==> src/inc/tpc_pkg.sv <==
// Purpose: constants shared by the 16-bit timer/counter with pulse-added PWM
// Assumes: APB register bus with 32-bit data, one word per register
// Notes:   all offsets are byte addresses on the APB bus
package tpc_pkg;
    // register byte offsets
    localparam logic [7:0]  MODE_OFS        = 8'h00;   // timer_mode_register
    localparam logic [7:0]  CMP_OFS         = 8'h04;   // compare_high_byte:compare_low_byte
    localparam logic [7:0]  COUNT_OFS       = 8'h08;   // binary_counter, read only
    localparam logic [7:0]  STAT_OFS        = 8'h0C;   // request flag and pin level
    // timer_mode_register field positions
    localparam int          MODE_EN_BIT     = 0;       // count_enable_flag
    localparam int          MODE_CKS_LSB    = 1;       // clock_select_field, 3 bits
    localparam int          MODE_PWM_BIT    = 4;       // pwm_select_flag
    // status field positions
    localparam int          STAT_IRQ_BIT    = 0;       // request flag, write one to clear
    localparam int          STAT_PIN_BIT    = 1;       // present level of the output pin
    // reset values
    localparam logic [4:0]  MODE_RST        = 5'h00;
    localparam logic [15:0] CMP_RST         = 16'hFFFF;
    localparam logic [15:0] COUNT_RST       = 16'h0000;
    // prescaler terminal counts
    localparam logic [3:0]  DIV4_LAST       = 4'h3;    // low two bits of divider
    localparam logic [3:0]  DIV16_LAST      = 4'hF;
    // pwm constants
    localparam logic [7:0]  PWM_TOP         = 8'hFF;   // last count of the 8-bit period
    localparam logic [7:0]  PWM_DEAD        = 8'hFF;   // low byte value that holds pin low
    // clock_select_field encodings
    typedef enum logic [2:0] {
        CKS_OSC      = 3'h0,   // oscillator clock, every system cycle
        CKS_DIV4     = 3'h1,   // system_clock_div by four
        CKS_DIV16    = 3'h2,   // system_clock_div by sixteen
        CKS_EVT_RAW  = 3'h3,   // event pin edge, shortest path
        CKS_EVT_SYNC = 3'h4    // event pin edge, resynchronised to system clock
    } tpc_cks_t;
endpackage

==> src/core/tpc_evsync.sv <==
// Purpose: bring the event pin into the system clock domain and find edges
// Assumes: EVENT pin is asynchronous to the system clock
// Notes:   the synchronised edge lags the raw edge by exactly one cycle
`timescale 1ns/100ps
module tpc_evsync (
    // clock and reset
    input  wire logic clk,
    input  wire logic rst,
    // pin and edges
    input  wire logic pin,
    output logic      raw_evt,
    output logic      sync_evt
);
    import tpc_pkg::*;

    logic [3:0] sh_ff;        // stage 0 is the metastable catcher
    logic [3:0] nxt_sh;       // next shift contents

    // shift the pin through four stages
    always_comb begin
        nxt_sh = {sh_ff[2:0], pin};
    end

    // register only
    always_ff @(posedge clk or posedge rst) begin
        if (rst) begin
            sh_ff <= 4'h0;    // cleared chain reads as a low pin
        end else begin
            sh_ff <= nxt_sh;
        end
    end

    // raw edge uses stages 1 and 2, synced edge one stage later
    always_comb begin
        raw_evt  = sh_ff[1] & ~sh_ff[2];
        sync_evt = sh_ff[2] & ~sh_ff[3];
    end
endmodule // tpc_evsync

==> src/core/tpc_pwmadd.sv <==
// Purpose: decide whether the current pwm period gets one extra high count
// Assumes: period index advances once per 8-bit pwm wrap
// Notes:   each bit of the high byte owns a disjoint set of period positions
`timescale 1ns/100ps
module tpc_pwmadd (
    // clock and reset, for the checks only
    input  wire logic       clk,
    input  wire logic       rst,
    // position control
    input  wire logic [7:0] hi_byte,
    input  wire logic [7:0] period_index,
    output logic            add_pulse
);
    import tpc_pkg::*;

    logic [7:0] hit;          // one term per high-byte bit

    // bit k claims periods whose lowest set index bit is 7-k
    genvar k;
    generate
        for (k = 0; k < 8; k++) begin : g_pos
            localparam int SH = 7 - k;
            always_comb begin
                hit[k] = hi_byte[k]
                    && (period_index[SH] == 1'b1)
                    && ((period_index & ((8'h01 << SH) - 8'h01)) == 8'h00);
            end
        end
    endgenerate

    // positions of all set bits combine
    always_comb begin
        add_pulse = |hit;
    end
endmodule // tpc_pwmadd

==> src/core/tpc_timer16.sv <==
// Purpose: 16-bit timer, event counter, pulse output and pulse-added pwm
// Assumes: APB slave with zero wait states, single system clock
// Notes:   event pin passes two flip-flops before any logic reads it
`timescale 1ns/100ps

// Function
// counter runs only while enable flag set
// clock field picks osc, div4 or div16
// enabling starts counter from zero
// match sets request, clears counter, continues
// compare below count wraps before matching
// change enable flag in separate write
// compare write while stopped clears counter
// software clears request before rerunning timer
// event mode picks raw or synced pin
// synced event edges resynchronised to clock
// synced event source cannot wake device
// pulse mode toggles pin each match
// software routes port bit to timer
// pwm flag selects pulse-added pwm
// pwm counts 8 bits, high until match
// low byte 0xFF holds pwm low
// extra high count over 256 periods
// zero high byte adds no pulse
// high byte bits map to period positions
// compare written in one 16-bit access
module tpc_timer16 (
    // clock and reset
    input  wire logic        SYS_CLK,
    input  wire logic        RESET,
    // apb slave
    input  wire logic        PSEL,
    input  wire logic        PENABLE,
    input  wire logic        PWRITE,
    input  wire logic [7:0]  PADDR,
    input  wire logic [31:0] PWDATA,
    output logic      [31:0] PRDATA,
    output logic             PREADY,
    output logic             PSLVERR,
    // pins
    input  wire logic        EVENT_PULSE_PIN,
    output logic             PWM_OUTPUT,
    // to the interrupt and power controllers
    output logic             IRQ_REQ,
    output logic             WAKE_REQ
);
    import tpc_pkg::*;

    // register state
    logic              count_enable_flag_ff;   // count_enable_flag
    logic [2:0]        clock_select_field_ff;  // clock_select_field
    logic              pwm_select_flag_ff;     // pwm_select_flag
    logic [15:0]       compare_ff;             // high byte : low byte
    logic [15:0]       binary_counter_ff;      // binary_counter
    logic              irq_ff;                 // timer request flag
    logic              pin_ff;                 // output pin level
    logic              wake_ff;                // wake pulse
    logic [7:0]        period_index_ff;        // pwm period number
    logic [3:0]        div_ff;                 // free prescaler
    logic [31:0]       prdata_ff;              // read data, loaded in setup
    logic              slverr_ff;              // unmapped address flag
    // next values
    logic              nxt_en;
    logic [2:0]        nxt_cks;
    logic              nxt_pwm;
    logic [15:0]       nxt_cmp;
    logic [15:0]       nxt_cnt;
    logic              nxt_irq;
    logic              nxt_pin;
    logic              nxt_wake;
    logic [7:0]        nxt_tn;
    logic [3:0]        nxt_div;
    logic [31:0]       nxt_prdata;
    logic              nxt_slverr;
    // strobes
    logic              wr_acc;                 // write taken this edge
    logic              setup;                  // first apb cycle
    logic              mode_wr;
    logic              cmp_wr;
    logic              stat_wr;
    logic              en_rise;                // enable written 0 -> 1
    logic              tick4;
    logic              tick16;
    logic              raw_evt;
    logic              sync_evt;
    logic              tick;                   // selected count clock
    logic              match;                  // 16-bit compare hit
    logic              add_pulse;
    logic              pwm_hi;                 // pwm level from count

    // register index from address; 4 means unmapped
    function automatic logic [2:0] reg_sel(input logic [7:0] a);
        case (a)
            MODE_OFS:  reg_sel = 3'h0;
            CMP_OFS:   reg_sel = 3'h1;
            COUNT_OFS: reg_sel = 3'h2;
            STAT_OFS:  reg_sel = 3'h3;
            default:   reg_sel = 3'h4;
        endcase
    endfunction

    // event pin synchroniser and edge finder
    tpc_evsync u_sync (
        .clk      (SYS_CLK),
        .rst      (RESET),
        .pin      (EVENT_PULSE_PIN),
        .raw_evt  (raw_evt),
        .sync_evt (sync_evt)
    );

    // added-pulse position decoder
    tpc_pwmadd u_add (
        .clk          (SYS_CLK),
        .rst          (RESET),
        .hi_byte      (compare_ff[15:8]),
        .period_index (period_index_ff),
        .add_pulse    (add_pulse)
    );

    // bus decode; zero wait states so PREADY is always high
    always_comb begin
        PREADY  = 1'b1;
        setup   = PSEL & ~PENABLE;
        wr_acc  = PSEL & PENABLE & PWRITE;
        mode_wr = wr_acc && (reg_sel(PADDR) == 3'h0);
        cmp_wr  = wr_acc && (reg_sel(PADDR) == 3'h1);
        stat_wr = wr_acc && (reg_sel(PADDR) == 3'h3);
        en_rise = mode_wr && PWDATA[MODE_EN_BIT] && !count_enable_flag_ff;
    end

    // read data is captured in setup so PRDATA comes from flip-flops
    always_comb begin
        nxt_prdata = prdata_ff;
        nxt_slverr = slverr_ff;
        if (setup) begin
            nxt_prdata = 32'h0000_0000;
            nxt_slverr = 1'b0;
            case (reg_sel(PADDR))
                3'h0: nxt_prdata[4:0] = {pwm_select_flag_ff, clock_select_field_ff,
                                         count_enable_flag_ff};
                3'h1: nxt_prdata[15:0] = compare_ff;
                3'h2: nxt_prdata[15:0] = binary_counter_ff;
                3'h3: begin
                    nxt_prdata[STAT_IRQ_BIT] = irq_ff;
                    nxt_prdata[STAT_PIN_BIT] = pin_ff;
                end
                default: nxt_slverr = 1'b1;   // unmapped: error, data zero
            endcase
        end
    end

    // control registers; enable is best written alone to avoid a stray count
    always_comb begin
        nxt_en  = count_enable_flag_ff;
        nxt_cks = clock_select_field_ff;
        nxt_pwm = pwm_select_flag_ff;
        nxt_cmp = compare_ff;
        if (mode_wr) begin
            nxt_en  = PWDATA[MODE_EN_BIT];
            nxt_cks = PWDATA[MODE_CKS_LSB +: 3];
            nxt_pwm = PWDATA[MODE_PWM_BIT];
        end
        if (cmp_wr) begin
            nxt_cmp = PWDATA[15:0];   // both bytes in one access
        end
    end

    // prescaler runs free; slower rates are single-cycle enables
    always_comb begin
        nxt_div = div_ff + 4'h1;
        tick4   = (div_ff[1:0] == DIV4_LAST[1:0]);
        tick16  = (div_ff == DIV16_LAST);
    end

    // count source select
    always_comb begin
        case (clock_select_field_ff)
            CKS_OSC:      tick = 1'b1;
            CKS_DIV4:     tick = tick4;
            CKS_DIV16:    tick = tick16;
            CKS_EVT_RAW:  tick = raw_evt;
            CKS_EVT_SYNC: tick = sync_evt;
            default:      tick = 1'b0;    // spare codes do not count
        endcase
    end

    // pwm level: high up to the low byte, one count longer in added periods
    always_comb begin
        pwm_hi = 1'b0;
        if (compare_ff[7:0] != PWM_DEAD) begin
            pwm_hi = (binary_counter_ff[7:0] <= compare_ff[7:0])
                  || (add_pulse
                      && (binary_counter_ff[7:0] == compare_ff[7:0] + 8'h01));
        end
    end

    // counter, request flag, pin and period index
    always_comb begin
        nxt_cnt  = binary_counter_ff;
        nxt_tn   = period_index_ff;
        match    = 1'b0;
        if (cmp_wr && !count_enable_flag_ff) begin
            nxt_cnt = COUNT_RST;
        end else if (en_rise) begin
            nxt_cnt = COUNT_RST;
            nxt_tn  = 8'h00;
        end else if (count_enable_flag_ff && tick) begin
            if (pwm_select_flag_ff) begin
                nxt_cnt = {8'h00, binary_counter_ff[7:0] + 8'h01};
                if (binary_counter_ff[7:0] == PWM_TOP) begin
                    nxt_tn = period_index_ff + 8'h01;
                end
            end else if (binary_counter_ff == compare_ff) begin
                nxt_cnt = COUNT_RST;
                match   = 1'b1;
            end else begin
                nxt_cnt = binary_counter_ff + 16'h0001;
            end
        end
        // set wins over a clear in the same cycle
        nxt_irq = (irq_ff & ~(stat_wr & PWDATA[STAT_IRQ_BIT])) | match;
        // pulse mode toggles, pwm mode follows the count
        if (pwm_select_flag_ff) begin
            nxt_pin = pwm_hi & count_enable_flag_ff;
        end else begin
            nxt_pin = pin_ff ^ match;
        end
        // a synced event source cannot bring the part out of low power
        nxt_wake = match && (clock_select_field_ff != CKS_EVT_SYNC);
    end

    // state registers
    always_ff @(posedge SYS_CLK or posedge RESET) begin
        if (RESET) begin
            count_enable_flag_ff  <= MODE_RST[MODE_EN_BIT];
            clock_select_field_ff <= MODE_RST[MODE_CKS_LSB +: 3];
            pwm_select_flag_ff    <= MODE_RST[MODE_PWM_BIT];
            compare_ff            <= CMP_RST;
            binary_counter_ff     <= COUNT_RST;
            irq_ff                <= 1'b0;
            pin_ff                <= 1'b0;
            wake_ff               <= 1'b0;
            period_index_ff       <= 8'h00;
            div_ff                <= 4'h0;
            prdata_ff             <= 32'h0000_0000;
            slverr_ff             <= 1'b0;
        end else begin
            count_enable_flag_ff  <= nxt_en;
            clock_select_field_ff <= nxt_cks;
            pwm_select_flag_ff    <= nxt_pwm;
            compare_ff            <= nxt_cmp;
            binary_counter_ff     <= nxt_cnt;
            irq_ff                <= nxt_irq;
            pin_ff                <= nxt_pin;
            wake_ff               <= nxt_wake;
            period_index_ff       <= nxt_tn;
            div_ff                <= nxt_div;
            prdata_ff             <= nxt_prdata;
            slverr_ff             <= nxt_slverr;
        end
    end

    // outputs
    always_comb begin
        PRDATA     = prdata_ff;
        PSLVERR    = slverr_ff & PSEL & PENABLE;
        PWM_OUTPUT = pin_ff;
        IRQ_REQ    = irq_ff;
        WAKE_REQ   = wake_ff;
    end
endmodule // tpc_timer16

==> config.mk <==
export PLATFORM = sky130hd
export DESIGN_NAME = tpc_timer16
export DESIGN_NICKNAME = d
export VERILOG_FILES = /design/src/inc/tpc_pkg.sv /design/src/core/tpc_evsync.sv /design/src/core/tpc_pwmadd.sv /design/src/core/tpc_timer16.sv
export SDC_FILE = /design/constraint.sdc
export NUM_CORES = 1
export LEC_CHECK = 0
export BUFFER_PORTS_ARGS = -buffer_cell sky130_fd_sc_hd__buf_2
export CAP_MARGIN = 10
export CORE_MARGIN = 3
export CORE_UTILIZATION = 40
export DETAILED_ROUTE_END_ITERATION = 7
export SYNTH_ARGS = -nofsm -noshare
export SYNTH_HDL_FRONTEND = slang
export SYNTH_SLANG_ARGS = --single-unit
==> constraint.sdc <==
create_clock -name SYS_CLK -period 2 [get_ports SYS_CLK]
set_clock_uncertainty 0.15 [all_clocks]
set_input_delay 0.1 -clock SYS_CLK [delete_from_list [all_inputs] [get_ports SYS_CLK]]
set_output_delay 0.1 -clock SYS_CLK [all_outputs]
set_load 0.05 [all_outputs]
==> qor.csv <==
stage,metric,value,unit
run_status,status,finished with violations,
run_status,failing checks,negative setup slack,
place,RD Place Congestion,0.884,
setup_path,startpoint types,register,
routing,TritonRoute pass-1 iters,5,
routing,met2 WL,5680,µm
setup_path,Critical R2R Launch,compare_ff[0]$_DFFE_PP1N_,
setup_path,kind of cell adding the most delay to the critical path,compound AO/OA/AOI/OAI gates,
clocking,Clock transition at path regs,0.09,ns
logic_synthesis,sequential cell area fraction in the yosys report,0.436,
cells_and_area,fillers,850,
cells_and_area,"commonest non-fill, non-tap cell in the layout",buf_4,
setup_path,CP required,2.15,ns
clocking,Num CTS Buffers,9,
cells_and_area,area of the multi-input gates,0.00249,mm²
cells_and_area,fin nets,634,
sta,final worst slack,-0.148,ns
sta,worst slew pin tran,0.651,ns
clocking,Root Buffer,clkbuf_8,
logic_synthesis,Synth Cell Area,0.00424,mm²
cells_and_area,fraction of layout cells with a size suffix above 1,0.466,
global_routing,vias in the first global route,3701,
routing,WL met1,5520,µm
routing,metal3 WL,819,µm
sta,fmax,465,MHz
setup_path,slowest CP cell,dfstp_2,
floorplanning,row count,36,
setup_path,critical path class,register to register,
sta,min cycle time layout,2.15,ns
logic_synthesis,Synth Register Bits,73,
place,port bufs,49,
floorplanning,Starting Density,0.422,
logic_synthesis,Synth Flop Type,dfrtp_1,
sta,"Slew Viols, Final",0,
sta,Final Setup Violations,20,
floorplanning,die footprint,0.0119,mm²
place,hpwl dp,8510,µm
sta,final worst path period share,1.07,
logic_synthesis,synth top area cells,"dfrtp_1 34%, dfstp_2 9.9%, xnor2_1 6.2%",
global_routing,first-pass GRT wire length,19400,µm
clocking,Sink Count,73,
cells_and_area,number of diodes,0,
setup_path,CP cell instances,"ha_1, xor2_1, or3_1, a2111oi_2, a31oi_1, o22ai_1",
setup_path,worst-path fanout max,4,
power,pwr dens,596,mW/mm²
cells_and_area,Non-Filler Instances,713,
clocking,clk_lat worst skew,0.37,ns
sta,RSZ-0062 raised after global routing,true,
routing,initial drt markers,191,
cells_and_area,final core utilization,0.595,
logic_synthesis,"EDFF count, synth",0,
min_path,Hold Path Class,input pin to async pin,
logic_synthesis,"Distinct cells, synth",61,
cells_and_area,post-route cell area,0.00597,mm²
global_routing,gr ovfl total,0,
power,Tot Pwr,3.56,mW
setup_path,CP Capture Type,register,
floorplanning,placeable core area,0.0100,mm²
sta,Slew headroom,0.566,
logic_synthesis,mean area per synthesized cell,10.2,µm²
routing,max layer used,met4,
setup_path,beginning of the critical path,compare_ff[0]$_DFFE_PP1N_,
sta,final hold vios,0,
global_routing,largest net degree at the start of global routing,34,
cells_and_area,most frequent cells in the layout,"93 x buf_4, 52 x dfrtp_1, 50 x buf_2",
clocking,H-tree Lvls,3,
floorplanning,Die Span X,109,µm
routing,post-route ant nets,0,
place,worst slack at placement,-0.180,ns
setup_path,flop-to-flop setup slack,-0.15,ns
logic_synthesis,cell taking the most area after synthesis,dfrtp_1,
job,maxcap violations,0,
place,Post-DP Area,0.00528,mm²
power,Leak,2.67,nW
clocking,worst-case clock buffer depth,2,
routing,vias,3749,
routing,DRC viols,0,
routing,Total Wirelength,12200,µm
clocking,CTS tree,done,
floorplanning,# IOs,83,
floorplanning,Die Span Y,109,µm
setup_path,crit path DAT,2.30,ns
logic_synthesis,yosys warns,0,
setup_path,Worst path max stage delay,0.59,ns
cells_and_area,flip-flop and latch area,0.00185,mm²
routing,wire per inst,17.1,µm
logic_synthesis,post-synth top area share,0.336,
place,placed cells,669,
cells_and_area,Syn-to-layout area delta,40.9,%
setup_path,Worst Path Buf+Inv,0,
power,worst IR drop on VDD,0.298,mV
global_routing,GRT Total Usage,0.215,
routing,vias per cell,5.26,
logic_synthesis,"Async S/R FF share, synth",1.00,
global_routing,initial antenna violation count,0,
logic_synthesis,cell count after synthesis,416,
-- flip-flops by register name, summed over array words and instances (netlist names), 3 cells and up --
| signal | flops |
|---|---|
| PRDATA | 16 |
| binary_counter_ff | 16 |
| compare_ff | 16 |
| period_index_ff | 8 |
| div_ff | 4 |
| u_sync.sh_ff | 4 |
| clock_select_field_ff | 3 |
-- cell type report --
class	count	share of cell area
tap	133	0.0279
inverter	16	0.0107
sequential	73	0.310
clock inverter	7	0.0119
timing repair buffer	167	0.202
multi-input combinational	308	0.417
clock buffer	9	0.0207
-- final timing paths --
kind | endpoint | depth (start not counted)
max | PWM_OUTPUT$_DFF_PP0_ | 6
min | PRDATA[3]$_DFFE_PP0P_ | 3
max reg2reg | PWM_OUTPUT$_DFF_PP0_ | 6
min reg2reg | u_sync.sh_ff[1]$_DFF_PP0_ | 0
max in group asynchronous | compare_ff[1]$_DFFE_PP1N_ | 4
min in group SYS_CLK | IRQ_REQ$_DFF_PP0_ | 6
-- Yosys cell counts, types with 3 or more instances --
library cell  instances
a21oi_1              14
a221oi_1             12
and3_1                5
and4_1                3
buf_2                 7
buf_4                17
clkbuf_1             10
dfrtp_1              57
dfstp_2              16
ha_1                 13
inv_1                16
mux2_2               23
mux2i_1               3
nand2_1              23
nand2b_1              3
nand3_1              15
nand3b_1              3
nand4_1               9
nor2_1               52
nor2_2                3
nor2b_1               7
nor3_1                3
nor4_1                3
nor4b_1               3
o21ai_0              12
or3_1                 3
xnor2_1              30
xor2_1                6
-- kinds of logic after synthesis --
kind of cell | Yosys count | share of synthesized area
simple gates | 153 | 0.199
flops | 73 | 0.436
mux | 28 | 0.0788
xor+xnor | 36 | 0.0744
fa+ha+maj | 13 | 0.0384
buf+inv | 51 | 0.0640
other cells | 2 | 0.00177
compound gates | 60 | 0.108
-- metal layers --
metal,up-vias,global-route usage
met5,-,0
met1,1844,0.298
met3,17,0.0385
li1,1761,-
met4,0,0.0685
met2,127,0.341
-- power breakdown --
part	leakage, nW	internal [mW]	switching (mW)
Clock	0.0912	0.573	0.612
Combinational	1.71	0.304	0.471
Sequential	0.860	1.54	0.0612
Total	2.67	2.42	1.14
-- what timing repair did --
| action | 4_1_cts | 5_1_grt |
|---|---|---|
| setup buffers | 7 | 1 |
| setup endpoints to repair | 24 | 27 |
| resized for setup | 36 | 15 |
| hold endpoints to repair | 80 | 0 |
| pin swaps | 24 | 9 |
| cloned | 2 | 0 |
| hold buffers | 18 | 0 |
-- worst reg2reg max path, cell delays in order, from the launching register on --
cell and delay [ns]:
dfstp_2 0.59, ha_1 0.26, xor2_1 0.15, or3_1 0.33
a2111oi_2 0.31, a31oi_1 0.14, o22ai_1 0.17
-- per-stage QoR --
step / hold WS (ns) / setup TNS, ns
after detailed placement: -0.0866 / -2.45
after global placement: -0.0893 / -1.83
final: 0.0617 / -1.45
after CTS: 0.0422 / -1.19
after floorplan: -0.0186 / -0.0726
after global routing: 0.0994 / -3.63
Power figures use the tool's default switching activity.
